<file path="config.mk">
export PLATFORM = sky130hd
export DESIGN_NAME = wmca_timing
export DESIGN_NICKNAME = d
export VERILOG_FILES = /design/src/logic/wmca_backoff.v /design/src/logic/wmca_timing.v
export VERILOG_INCLUDE_DIRS = /design/src /design/src/logic
export SDC_FILE = /design/constraint.sdc
export NUM_CORES = 2
export LEC_CHECK = 0
export BUFFER_PORTS_ARGS = -buffer_cell sky130_fd_sc_hd__buf_4
export CORE_MARGIN = 3
export CORE_UTILIZATION = 58
export CTS_CLUSTER_DIAMETER = 30
export DETAILED_ROUTE_END_ITERATION = 8
export PLACE_DENSITY = 0.91
export SYNTH_ARGS = -nofsm -noshare
export SYNTH_HDL_FRONTEND = slang
export SYNTH_SLANG_ARGS = --single-unit
</file>
<file path="constraint.sdc">
create_clock -name clock -period 14.9 [get_ports clock]
set_input_delay 2.235 -clock clock [delete_from_list [all_inputs] [get_ports clock]]
set_output_delay 2.235 -clock clock [all_outputs]
set_load 0.1 [all_outputs]
</file>
<file path="src/logic/wmca_timing_regs.vh">
// Constants for the channel-access timing block
`ifndef WMCA_TIMING_REGS_VH
`define WMCA_TIMING_REGS_VH
// Clock period and microsecond in nanoseconds
`define WMCA_CLK_PERIOD_NS 10
`define WMCA_US_NS 1000
// Cycles per microsecond tick, derived from the two figures above
`define WMCA_CYC_PER_US (`WMCA_US_NS / `WMCA_CLK_PERIOD_NS)
// Arbitration policies
`define WMCA_ARB_FIXED 1'b0
`define WMCA_ARB_ROUND 1'b1
// Reset values
`define WMCA_NAV_RESET 16'h0000
`define WMCA_TSF_RESET 64'h0000000000000000
`define WMCA_TBTT_RESET 64'h0000000000000000
`endif

</file>
<file path="src/logic/wmca_backoff.v">
// Backoff counter for one access category
`timescale 1ns/1ps
`default_nettype none
module wmca_backoff #(
    parameter CW = 10
) (
    input wire clock,
    input wire rst,
    input wire clk_en,
    input wire load,
    input wire [CW-1:0] load_val,
    input wire slot_end,
    input wire grant,
    output reg [CW-1:0] count_reg,
    output reg pending_reg
);
    // Count down once per idle slot; flag pending at zero until granted
    always @(posedge clock or posedge rst) begin
        if (rst) begin
            count_reg <= {CW{1'b0}};
            pending_reg <= 1'b0;
        end else if (clk_en) begin
            if (load) begin
                count_reg <= load_val;
                pending_reg <= (load_val == {CW{1'b0}});
            end else if (slot_end && count_reg != {CW{1'b0}}) begin
                count_reg <= count_reg - {{(CW-1){1'b0}}, 1'b1};
                if (count_reg == {{(CW-1){1'b0}}, 1'b1})
                    pending_reg <= 1'b1;
            end else if (grant) begin
                pending_reg <= 1'b0;
            end
        end
    end
endmodule // wmca_backoff
`default_nettype wire

</file>
<file path="src/logic/wmca_timing.v">
// Channel-access timing: spacing timers, backoff, NAV, TSF, sleep timer
`timescale 1ns/1ps
`default_nettype none
`include "wmca_timing_regs.vh"
module wmca_timing #(
    parameter NUM_AC = 4,
    parameter CW = 10,
    parameter TW = 16
) (
    input wire clock,
    input wire rst,
    input wire clk_en,
    input wire phy_cca_busy,
    input wire slow_clk,
    input wire [TW-1:0] sifs_cycles,
    input wire [TW-1:0] rifs_cycles,
    input wire [TW-1:0] aifs_cycles,
    input wire [TW-1:0] slot_cycles,
    input wire arb_policy,
    input wire [NUM_AC-1:0] bo_load,
    input wire [CW-1:0] bo_load_val,
    input wire tx_frame_ready,
    input wire tx_use_rifs,
    input wire nav_load,
    input wire [15:0] nav_duration,
    input wire nav_clear,
    input wire tsf_load,
    input wire [63:0] tsf_load_val,
    input wire tsf_add,
    input wire [63:0] tsf_add_val,
    input wire tbtt_load,
    input wire [63:0] tbtt_load_val,
    input wire [31:0] bcn_interval,
    input wire [1:0] evt_arm,
    input wire [31:0] evt_offset,
    input wire sleep_load,
    input wire [31:0] sleep_ticks,
    output wire medium_busy,
    output reg sifs_trig_reg,
    output reg rifs_trig_reg,
    output reg tx_start_reg,
    output reg [NUM_AC-1:0] ac_grant_reg,
    output wire [NUM_AC-1:0] ac_pending,
    output reg [15:0] nav_reg,
    output reg [63:0] tsf_reg,
    output reg [63:0] tbtt_reg,
    output reg tbtt_pulse_reg,
    output reg [1:0] evt_pulse_reg,
    output reg sleep_active_reg,
    output reg wake_pulse_reg
);
    // ****************************************************************
    // Functions
    // ****************************************************************

    // Pick one pending category: fixed favours the highest index,
    // round robin starts just above the last winner
    function [NUM_AC-1:0] arbitrate;
        input [NUM_AC-1:0] req;
        input policy;
        input [NUM_AC-1:0] last;
        integer i;
        integer start;
        integer idx;
        reg found;
        begin
            arbitrate = {NUM_AC{1'b0}};
            found = 1'b0;
            start = 0;
            idx = 0;
            if (policy == `WMCA_ARB_ROUND) begin
                for (i = 0; i < NUM_AC; i = i + 1) begin
                    if (last[i])
                        start = i + 1;
                end
                for (i = 0; i < NUM_AC; i = i + 1) begin
                    idx = (start + i) % NUM_AC;
                    if (!found && req[idx]) begin
                        arbitrate[idx] = 1'b1;
                        found = 1'b1;
                    end
                end
            end else begin
                for (i = NUM_AC - 1; i >= 0; i = i - 1) begin
                    if (!found && req[i]) begin
                        arbitrate[i] = 1'b1;
                        found = 1'b1;
                    end
                end
            end
        end
    endfunction

    // Saturating increment of a spacing counter
    function [TW-1:0] sat_inc;
        input [TW-1:0] v;
        begin
            if (v == {TW{1'b1}})
                sat_inc = v;
            else
                sat_inc = v + {{(TW-1){1'b0}}, 1'b1};
        end
    endfunction

    // ****************************************************************
    // Input synchronisers
    // ****************************************************************

    reg cca_meta_reg;
    reg cca_sync_reg;
    reg slow_meta_reg;
    reg slow_sync_reg;
    reg slow_prev_reg;

    // Two flops on the CCA and slow clock pins before any logic looks at them
    always @(posedge clock or posedge rst) begin
        if (rst) begin
            cca_meta_reg <= 1'b0;
            cca_sync_reg <= 1'b0;
            slow_meta_reg <= 1'b0;
            slow_sync_reg <= 1'b0;
            slow_prev_reg <= 1'b0;
        end else if (clk_en) begin
            cca_meta_reg <= phy_cca_busy;
            cca_sync_reg <= cca_meta_reg;
            slow_meta_reg <= slow_clk;
            slow_sync_reg <= slow_meta_reg;
            slow_prev_reg <= slow_sync_reg;
        end
    end

    wire slow_rise = slow_sync_reg & ~slow_prev_reg;

    // ****************************************************************
    // Microsecond tick
    // ****************************************************************

    localparam integer US_LAST_INT = `WMCA_CYC_PER_US - 1;
    localparam [6:0] US_LAST = US_LAST_INT[6:0];
    reg [6:0] us_div_reg;
    wire us_tick = (us_div_reg == US_LAST);

    // Divides the MAC clock down to the NAV and TSF time base
    always @(posedge clock or posedge rst) begin
        if (rst)
            us_div_reg <= 7'h00;
        else if (clk_en)
            us_div_reg <= us_tick ? 7'h00 : us_div_reg + 7'h01;
    end

    // ****************************************************************
    // NAV timer
    // ****************************************************************

    // Load keeps the longer reservation; counts down in microseconds
    always @(posedge clock or posedge rst) begin
        if (rst) begin
            nav_reg <= `WMCA_NAV_RESET;
        end else if (clk_en) begin
            if (nav_clear)
                nav_reg <= 16'h0000;
            else if (nav_load && nav_duration > nav_reg)
                nav_reg <= nav_duration;
            else if (us_tick && nav_reg != 16'h0000)
                nav_reg <= nav_reg - 16'h0001;
        end
    end

    // Physical and virtual carrier sense together
    assign medium_busy = cca_sync_reg | (nav_reg != 16'h0000);

    // ****************************************************************
    // Interframe spacing timers and slot clock
    // ****************************************************************

    reg [TW-1:0] idle_cnt_reg;
    reg [TW-1:0] slot_cnt_reg;
    reg in_slots_reg;
    wire slot_end = in_slots_reg && !medium_busy &&
                    (slot_cnt_reg == slot_cycles - {{(TW-1){1'b0}}, 1'b1});

    // Idle time restarts at each busy cycle, so a busy slot never ends
    always @(posedge clock or posedge rst) begin
        if (rst) begin
            idle_cnt_reg <= {TW{1'b0}};
            slot_cnt_reg <= {TW{1'b0}};
            in_slots_reg <= 1'b0;
        end else if (clk_en) begin
            if (medium_busy) begin
                idle_cnt_reg <= {TW{1'b0}};
                slot_cnt_reg <= {TW{1'b0}};
                in_slots_reg <= 1'b0;
            end else begin
                idle_cnt_reg <= sat_inc(idle_cnt_reg);
                if (!in_slots_reg) begin
                    in_slots_reg <= (sat_inc(idle_cnt_reg) == aifs_cycles);
                end else if (slot_end) begin
                    slot_cnt_reg <= {TW{1'b0}};
                end else begin
                    slot_cnt_reg <= sat_inc(slot_cnt_reg);
                end
            end
        end
    end

    wire sifs_hit = !medium_busy &&
                    (sat_inc(idle_cnt_reg) == sifs_cycles);
    wire rifs_hit = !medium_busy &&
                    (sat_inc(idle_cnt_reg) == rifs_cycles);

    // One-cycle start instants after the programmed idle time
    always @(posedge clock or posedge rst) begin
        if (rst) begin
            sifs_trig_reg <= 1'b0;
            rifs_trig_reg <= 1'b0;
            tx_start_reg <= 1'b0;
        end else if (clk_en) begin
            sifs_trig_reg <= sifs_hit;
            rifs_trig_reg <= rifs_hit;
            tx_start_reg <= tx_frame_ready &&
                            (tx_use_rifs ? rifs_hit : sifs_hit);
        end else begin
            sifs_trig_reg <= 1'b0;
            rifs_trig_reg <= 1'b0;
            tx_start_reg <= 1'b0;
        end
    end

    // ****************************************************************
    // Backoff engines and grant
    // ****************************************************************

    wire [NUM_AC-1:0] grant_now;
    reg [NUM_AC-1:0] last_grant_reg;
    wire [CW-1:0] bo_count [0:NUM_AC-1];

    genvar g;
    generate
        for (g = 0; g < NUM_AC; g = g + 1) begin : ac
            // Each category counts its own idle slots
            wmca_backoff #(
                .CW(CW)
            ) u_bo (
                .clock(clock),
                .rst(rst),
                .clk_en(clk_en),
                .load(bo_load[g]),
                .load_val(bo_load_val),
                .slot_end(slot_end),
                .grant(grant_now[g]),
                .count_reg(bo_count[g]),
                .pending_reg(ac_pending[g])
            );
        end
    endgenerate

    // At most one category wins per cycle, and none while the medium is busy
    assign grant_now = medium_busy ? {NUM_AC{1'b0}} :
        arbitrate(ac_pending, arb_policy, last_grant_reg);

    // Grant pulse to the transmit engine, remembered for round robin
    always @(posedge clock or posedge rst) begin
        if (rst) begin
            ac_grant_reg <= {NUM_AC{1'b0}};
            last_grant_reg <= {NUM_AC{1'b0}};
        end else if (clk_en) begin
            ac_grant_reg <= grant_now;
            if (grant_now != {NUM_AC{1'b0}})
                last_grant_reg <= grant_now;
        end else begin
            ac_grant_reg <= {NUM_AC{1'b0}};
        end
    end

    // ****************************************************************
    // TSF timer, beacon time and event triggers
    // ****************************************************************

    reg [31:0] evt_time_reg [0:1];
    reg [1:0] evt_armed_reg;
    wire [63:0] tsf_step = us_tick ? 64'h0000000000000001 : 64'h0;
    integer e;

    // Load wins over an adjust, which is added on top of the plain tick
    always @(posedge clock or posedge rst) begin
        if (rst) begin
            tsf_reg <= `WMCA_TSF_RESET;
        end else if (clk_en) begin
            if (tsf_load)
                tsf_reg <= tsf_load_val;
            else if (tsf_add)
                tsf_reg <= tsf_reg + tsf_add_val + tsf_step;
            else
                tsf_reg <= tsf_reg + tsf_step;
        end
    end

    // Beacon time advances by one interval each time it is reached
    always @(posedge clock or posedge rst) begin
        if (rst) begin
            tbtt_reg <= `WMCA_TBTT_RESET;
            tbtt_pulse_reg <= 1'b0;
        end else if (clk_en) begin
            tbtt_pulse_reg <= 1'b0;
            if (tbtt_load) begin
                tbtt_reg <= tbtt_load_val;
            end else if (us_tick && tsf_reg == tbtt_reg) begin
                tbtt_pulse_reg <= 1'b1;
                tbtt_reg <= tbtt_reg + {32'h00000000, bcn_interval};
            end
        end else begin
            tbtt_pulse_reg <= 1'b0;
        end
    end

    // Events fire once when the low TSF word meets the armed time
    always @(posedge clock or posedge rst) begin
        if (rst) begin
            evt_armed_reg <= 2'b00;
            evt_pulse_reg <= 2'b00;
            evt_time_reg[0] <= 32'h00000000;
            evt_time_reg[1] <= 32'h00000000;
        end else if (clk_en) begin
            for (e = 0; e < 2; e = e + 1) begin
                evt_pulse_reg[e] <= 1'b0;
                if (evt_arm[e]) begin
                    evt_time_reg[e] <= tsf_reg[31:0] + evt_offset;
                    evt_armed_reg[e] <= 1'b1;
                end else if (evt_armed_reg[e] && us_tick &&
                             tsf_reg[31:0] == evt_time_reg[e]) begin
                    evt_pulse_reg[e] <= 1'b1;
                    evt_armed_reg[e] <= 1'b0;
                end
            end
        end else begin
            evt_pulse_reg <= 2'b00;
        end
    end

    // ****************************************************************
    // Power-save sleep timer
    // ****************************************************************

    reg [31:0] sleep_cnt_reg;

    // Counts slow-clock edges; expiry asks for the MAC clock back
    always @(posedge clock or posedge rst) begin
        if (rst) begin
            sleep_cnt_reg <= 32'h00000000;
            sleep_active_reg <= 1'b0;
            wake_pulse_reg <= 1'b0;
        end else if (clk_en) begin
            wake_pulse_reg <= 1'b0;
            if (sleep_load) begin
                sleep_cnt_reg <= sleep_ticks;
                sleep_active_reg <= (sleep_ticks != 32'h00000000);
                wake_pulse_reg <= (sleep_ticks == 32'h00000000);
            end else if (sleep_active_reg && slow_rise) begin
                sleep_cnt_reg <= sleep_cnt_reg - 32'h00000001;
                if (sleep_cnt_reg == 32'h00000001) begin
                    sleep_active_reg <= 1'b0;
                    wake_pulse_reg <= 1'b1;
                end
            end
        end else begin
            wake_pulse_reg <= 1'b0;
        end
    end
endmodule // wmca_timing
`default_nettype wire

</file>
Word-level counts from Yosys, hierarchy flattened
Index checks and enable logic that the tools add are counted.
{"block": "classes", "mux": 119, "n_eq_ne": 20, "magnitude_cmp": 9, "reduce_logical": 80, "n_addsub": 18, "bitwise": 10}
{"operator": "64-bit 2-to-1 mux", "count": 4}
{"operator": "16-bit 2-to-1 mux", "count": 12}
{"operator": "32-bit 2-to-1 mux", "count": 6}
{"operator": "64-bit by 1-bit adder with 64-bit output", "count": 2}
{"operator": "10-bit 2-to-1 mux", "count": 8}
{"operator": "1-bit 2-to-1 mux", "count": 69}
{"operator": "32-bit by 3-bit adder with 32-bit output, second input constant", "count": 2}
{"operator": "64-bit by 32-bit adder with 64-bit output", "count": 1}
{"operator": "64-bit adder", "count": 1}
{"operator": "16-bit == test", "count": 4}
{"operator": "32-bit == test", "count": 2}
{"operator": "64-bit == test", "count": 1}
{"operator": "10-bit by 1-bit == test with 1-bit output, second input constant", "count": 4}
{"operator": "4-bit 2-to-1 mux", "count": 10}
{"operator": "10-bit nonzero test", "count": 4}
{"operator": "10-bit by 1-bit subtractor with 10-bit output, second input constant", "count": 4}
{"operator": "16-bit by 1-bit adder with 16-bit output, second input constant", "count": 2}
{"operator": "32-bit by 2-bit adder with 32-bit output, second input constant", "count": 1}
{"operator": "32-bit adder", "count": 1}
{"operator": "16-bit == test, second input constant", "count": 2}
{"operator": "32-bit by 1-bit == test with 1-bit output, second input constant", "count": 1}
{"operator": "32-bit zero test", "count": 1}
{"operator": "32-bit nonzero test", "count": 1}
{"operator": "16-bit by 1-bit subtractor with 16-bit output, second input constant", "count": 2}
{"operator": "26 further kinds", "count": 111}
{"block": "word_totals", "inputBits": 398, "wordCells": 290, "regBits": 347, "output_inout_bits": 161}

Longest topological paths before layout
{"block": "logic_depth", "word_depth": 28, "ltp_mapped": 17, "depth_no_buf": 17}

By module
A second synthesis with hierarchy kept.
{"block": "hier_totals", "hier_cells": 3688, "area_unflattened_um2": 29698.5}
{"mod": "wmca_timing", "seq_area_each_um2": 7582.3, "area_per_inst_um2": 26675.6, "instances": 1, "cells_per_inst": 3308}
{"mod": "wmca_backoff", "seq_area_each_um2": 275.3, "area_per_inst_um2": 755.7, "instances": 4, "cells_per_inst": 95}

Least setup slack after synthesis
OpenSTA, ideal clock, no wires.
{"block": "synth_path", "path_kind": "input port to flip-flop", "from": "input port bcn_interval[0]", "to": "register tbtt_reg[62]", "path_buffers": 0, "setup_ps": 87, "stages": 14, "required_time_ps": 14813, "t_arrival_ps": 5086, "path_slack_ps": 9727, "cell_sequence": "ha_1 inv_1 fa_1 nor2b_4 o21a_1 a311o_1 o31ai_4 a31oi_2 a311o_4 a211oi_4 o31a_2 nor4_1 nand4_1 o21ai_1"}
{"block": "synth_between", "elab_chain_cells": 3}
{"item": "start, declared", "line_no": "wmca_timing.v:33", "rtl": "input wire [31:0] bcn_interval,"}
{"item": "64-bit by 32-bit adder with 64-bit output", "line_no": "wmca_timing.v:309", "rtl": "tbtt_reg <= tbtt_reg + {32'h00000000, bcn_interval};"}
{"item": "64-bit 2-to-1 mux", "line_no": "wmca_timing.v:307", "rtl": "end else if (us_tick && tsf_reg == tbtt_reg) begin"}
{"item": "64-bit 2-to-1 mux", "line_no": "wmca_timing.v:305", "rtl": "if (tbtt_load) begin"}
{"item": "end signal, assigned", "line_no": "wmca_timing.v:301", "rtl": "tbtt_reg <= `WMCA_TBTT_RESET;"}
{"item": "end signal, assigned", "line_no": "wmca_timing.v:306", "rtl": "tbtt_reg <= tbtt_load_val;"}
{"item": "end signal, assigned", "line_no": "wmca_timing.v:309"}
{"item": "end, declared", "line_no": "wmca_timing.v:46", "rtl": "output reg [63:0] tbtt_reg,"}
Every way passes these cells. The select of a mux whose other input is x is not followed.
A chain may end at the register's enable or synchronous reset.

Final worst setup path
{"block": "layout_path", "from": "register nav_reg[0]", "to": "output port medium_busy"}
{"block": "layout_between", "elab_chain_cells": 2}
{"item": "start, declared", "line_no": "wmca_timing.v:44", "rtl": "output reg [15:0] nav_reg,"}
{"item": "start signal, assigned", "line_no": "wmca_timing.v:158", "rtl": "nav_reg <= `WMCA_NAV_RESET;"}
{"item": "start signal, assigned", "line_no": "wmca_timing.v:163", "rtl": "nav_reg <= nav_duration;"}
{"item": "start signal, assigned", "line_no": "wmca_timing.v:165", "rtl": "nav_reg <= nav_reg - 16'h0001;"}
{"item": "16-bit nonzero test", "line_no": "wmca_timing.v:170", "rtl": "assign medium_busy = cca_sync_reg | (nav_reg != 16'h0000);"}
{"item": "1-bit bitwise OR", "line_no": "wmca_timing.v:170"}
{"item": "end, declared", "line_no": "wmca_timing.v:38", "rtl": "output wire medium_busy,"}
Every way passes these cells.

==> metrics.csv <==
metric,value,unit
status,"complete, no violations",
initial antenna violation count,14,
Starting Density,59.2,%
area of the multi-input gates,19300,sq um
CP max FO,11,
Mapped Area,29200,sq um
vias in the first global route,30900,
worst rel slew slack,10.2,%
Fin. Hold Viols,0,
Post-synth top flop,dfrtp_1,
P_leak,16.2,nW
CTS buffer count,88,
VDD IR max,0.145,mV
Synthesized Nets,4172,
most frequent CP cell,or3_1,
Post-synth EDFFs,0,
gr usage total,42.2,%
# fillers,3549,
Max Slew Vio Count,0,
vias per std cell,6.65,
Worst Setup SP,nav_reg[0]$_DFFE_PP0P_,
# DRC,0,
R2R depth,18,
I/O pin count,559,
Max Freq,171,MHz
CTS Sinks,347,
Yosys reg bits,347,
first-pass GRT wire length,176000,um
total number of vias,32000,
asr flop ratio synth,100,%
Clock Skews,0.0266,ns
Final Setup Violations,0,
Syn Area/Cell,8.11,sq um
H-tree levels,3,
worst skew pair latency,0.64,ns
CTS tree,yes,
Placeable Area,49400,sq um
Worst Setup Start Kind,flop,
share of post-route cells with drive strength above 1,20.8,%
CTS resizes,0,
Tmin final,5.85,ns
crit path kind,flop to output port,
final net count,4636,
clock-pin transition on the worst setup and hold timing paths,0.05,ns
CP max stage cell,or3_1,
FP Rows,81,
WL/cell,24.1,um
gpl congestion,1.02,
Die Y,231,um
RR Startpoint,us_div_reg[0]$_DFFE_PP0P_,
drt pass-1 iters,8,
CTS Hold Buffers Added,0,
Least-Margin Pin Slew,1.34,ns
RSZ-0062 raised after global routing,no,
Synth warnings,0,
"Seq/Total Area, Yosys",29.7,%
setup TNS,0,ns
DP Wirelength,83800,um
critical path cell sequence,inv_1 > ha_1 > nand2_1 > or3_1 > or3_1 > nor2_4 > inv_2 > buf_4,
total power,6.15,mW
root buf cell,clkbuf_16,
class of the worst hold path,flop to flop,
# Post-CTS Setup Buffers,0,
die width,231,um
"Req. time, crit path",12.66,ns
max_cap viols,0,
cell count after synthesis,3604,
count of cell types in the netlist,98,
Layout area overhead,26.2,%
critical path data arrival time,3.61,ns
Routed WL,116000,um
Hold Startpoint,sleep_cnt_reg[24]$_DFFE_PP0P_,
critical path's largest stage delay,0.54,ns
CP Capture Type,output port,
register area,8680,sq um
Port Buf Inserts,558,
largest net degree at the start of global routing,165,
clk buf depth,3,
Die Area,53100,sq um
FF-to-FF End,tsf_reg[62]$_DFFE_PP0P_,
Final ANT Viol Nets,0,
Tcrit/Tclk final,39.2,%
total grt overflow,0,
P per Cell Area,167,nW/um^2
crit path to,medium_busy,
drt first-iter violations,3747,
Worst R2R Setup Slack,9.83,ns
## power breakdown
| group | switching, mW | internal [mW] | total, mW |
|---|---|---|---|
| Sequential | 0.354 | 1.16 | 1.51 |
| Combinational | 1.67 | 0.864 | 2.53 |
| Clock | 0.640 | 1.47 | 2.11 |
| Total | 2.67 | 3.49 | 6.15 |
## critical path: cells and delay by family (launching register included)
family,cells,cell delay (ns)
adders and majority gates,1,0.22
DFF,1,0.47
and+or+nand+nor,4,1.62
buffers and inverters,3,0.66
## worst min-delay path by stage
stage                                               end  slack [ns]  depth (start not counted)
after floorplan           sleep_cnt_reg[24]$_DFFE_PP0P_        0.44                          2
after global placement    sleep_cnt_reg[24]$_DFFE_PP0P_        0.46                          2
after detailed placement   evt_armed_reg[0]$_DFFE_PP0P_        0.48                          2
after CTS                 sleep_cnt_reg[24]$_DFFE_PP0P_        0.49                          2
after global routing      sleep_cnt_reg[24]$_DFFE_PP0P_        0.52                          2
final                     sleep_cnt_reg[24]$_DFFE_PP0P_        0.48                          2
## kinds of logic after synthesis
kind of cell | after synthesis | share of synthesized area, %
XOR/XNOR | 365 | 10.9
AO/OA/AOI/OAI | 1056 | 22.8
adder cells (fa/ha/maj) | 170 | 7.38
flip-flops | 347 | 29.7
buffers and inverters | 319 | 4.36
AND/OR/NAND/NOR | 1236 | 20.7
multiplexers | 111 | 4.17
## through the flow
step / hold slack, ns / cell area [sq um] / util, % / setup slack (ns) / instances
6_report: 0.483 / 36900 / 74.8 / 9.05 / 4820
2_1_floorplan: 0.443 / 29200 / - / 3.04 / 3604
3_3_place_gp: 0.464 / 33600 / 68.1 / 9.02 / 4642
5_1_grt: 0.516 / 36900 / 74.7 / 8.96 / 4814
3_5_place_dp: 0.480 / 33600 / 68.1 / 8.92 / 4642
4_1_cts: 0.491 / 36900 / 74.7 / 9.10 / 4807
## cell usage in the layout (no fill, tap or decap), types with 27 or more instances in the layout
cell / synthesis / layout
buf_4: 5 / 575
dfrtp_1: 347 / 347
nor2_1: 346 / 346
a21oi_1: 319 / 319
nand2_1: 283 / 282
o21ai_0: 265 / 265
xnor2_1: 189 / 189
xor2_1: 176 / 176
ha_1: 166 / 166
nand3_1: 121 / 121
nor3_1: 109 / 109
inv_1: 110 / 109
nand4_1: 90 / 90
clkbuf_16: 0 / 90
a21o_1: 76 / 75
nor4_1: 70 / 70
mux2_2: 66 / 66
and3_1: 45 / 45
a211oi_1: 43 / 43
a31oi_1: 42 / 42
mux2i_1: 42 / 42
nand2b_1: 33 / 33
a22oi_1: 32 / 32
o21a_1: 31 / 31
o21bai_1: 29 / 29
or3_1: 27 / 27
## area by class of cell
type,instances,area share (%)
sequential,347,23.5
antenna,13,0.0882
tap,664,2.25
timing repair buffer,577,11.8
clock buffer,108,6.48
clock inverter,57,2.36
inverter,116,1.20
multi-input combinational,2938,52.3
## routing by layer
metal,part of all wire [%],track usage [%]
met5,0.064,0
met4,8.2,29.6
met3,12,10.7
met2,44,65.2
met1,36,51.6
## cells in the mapped netlist, drive strengths merged (7+ instances only)
cell type,count,area [sq um]
mux2i,42,420
a221oi,10,100
clkbuf,160,601
o2111ai,8,70.1
a22oi,32,240
a31o,12,105
a31oi,43,275
nor2,347,1310
nand2b,33,206
mux2,67,754
o21a,31,233
inv,113,424
nor4,73,484
o21bai,29,218
a211oi,46,368
a221o,9,90.1
xnor2,189,1660
a21o,76,571
nand4,90,563
nor2b,22,145
o211ai,24,185
o21ai,273,1370
nand3,121,606
xor2,176,1540
dfrtp,347,8680
nand2,284,1070
o22ai,25,156
ha,166,2080
or2,13,81.3
nor3b,10,80.1
a21oi,319,1600
and2,18,113
and3,45,282
o31ai,14,119
or3,28,180
nor3,112,582
o2bb2ai,9,78.8
o22a,9,78.8
o32ai,13,114
o311ai,7,61.3
a2bb2oi,7,61.3
and4,13,114
buf,43,239
or4,13,97.6
Power figures use the tool's default switching activity.
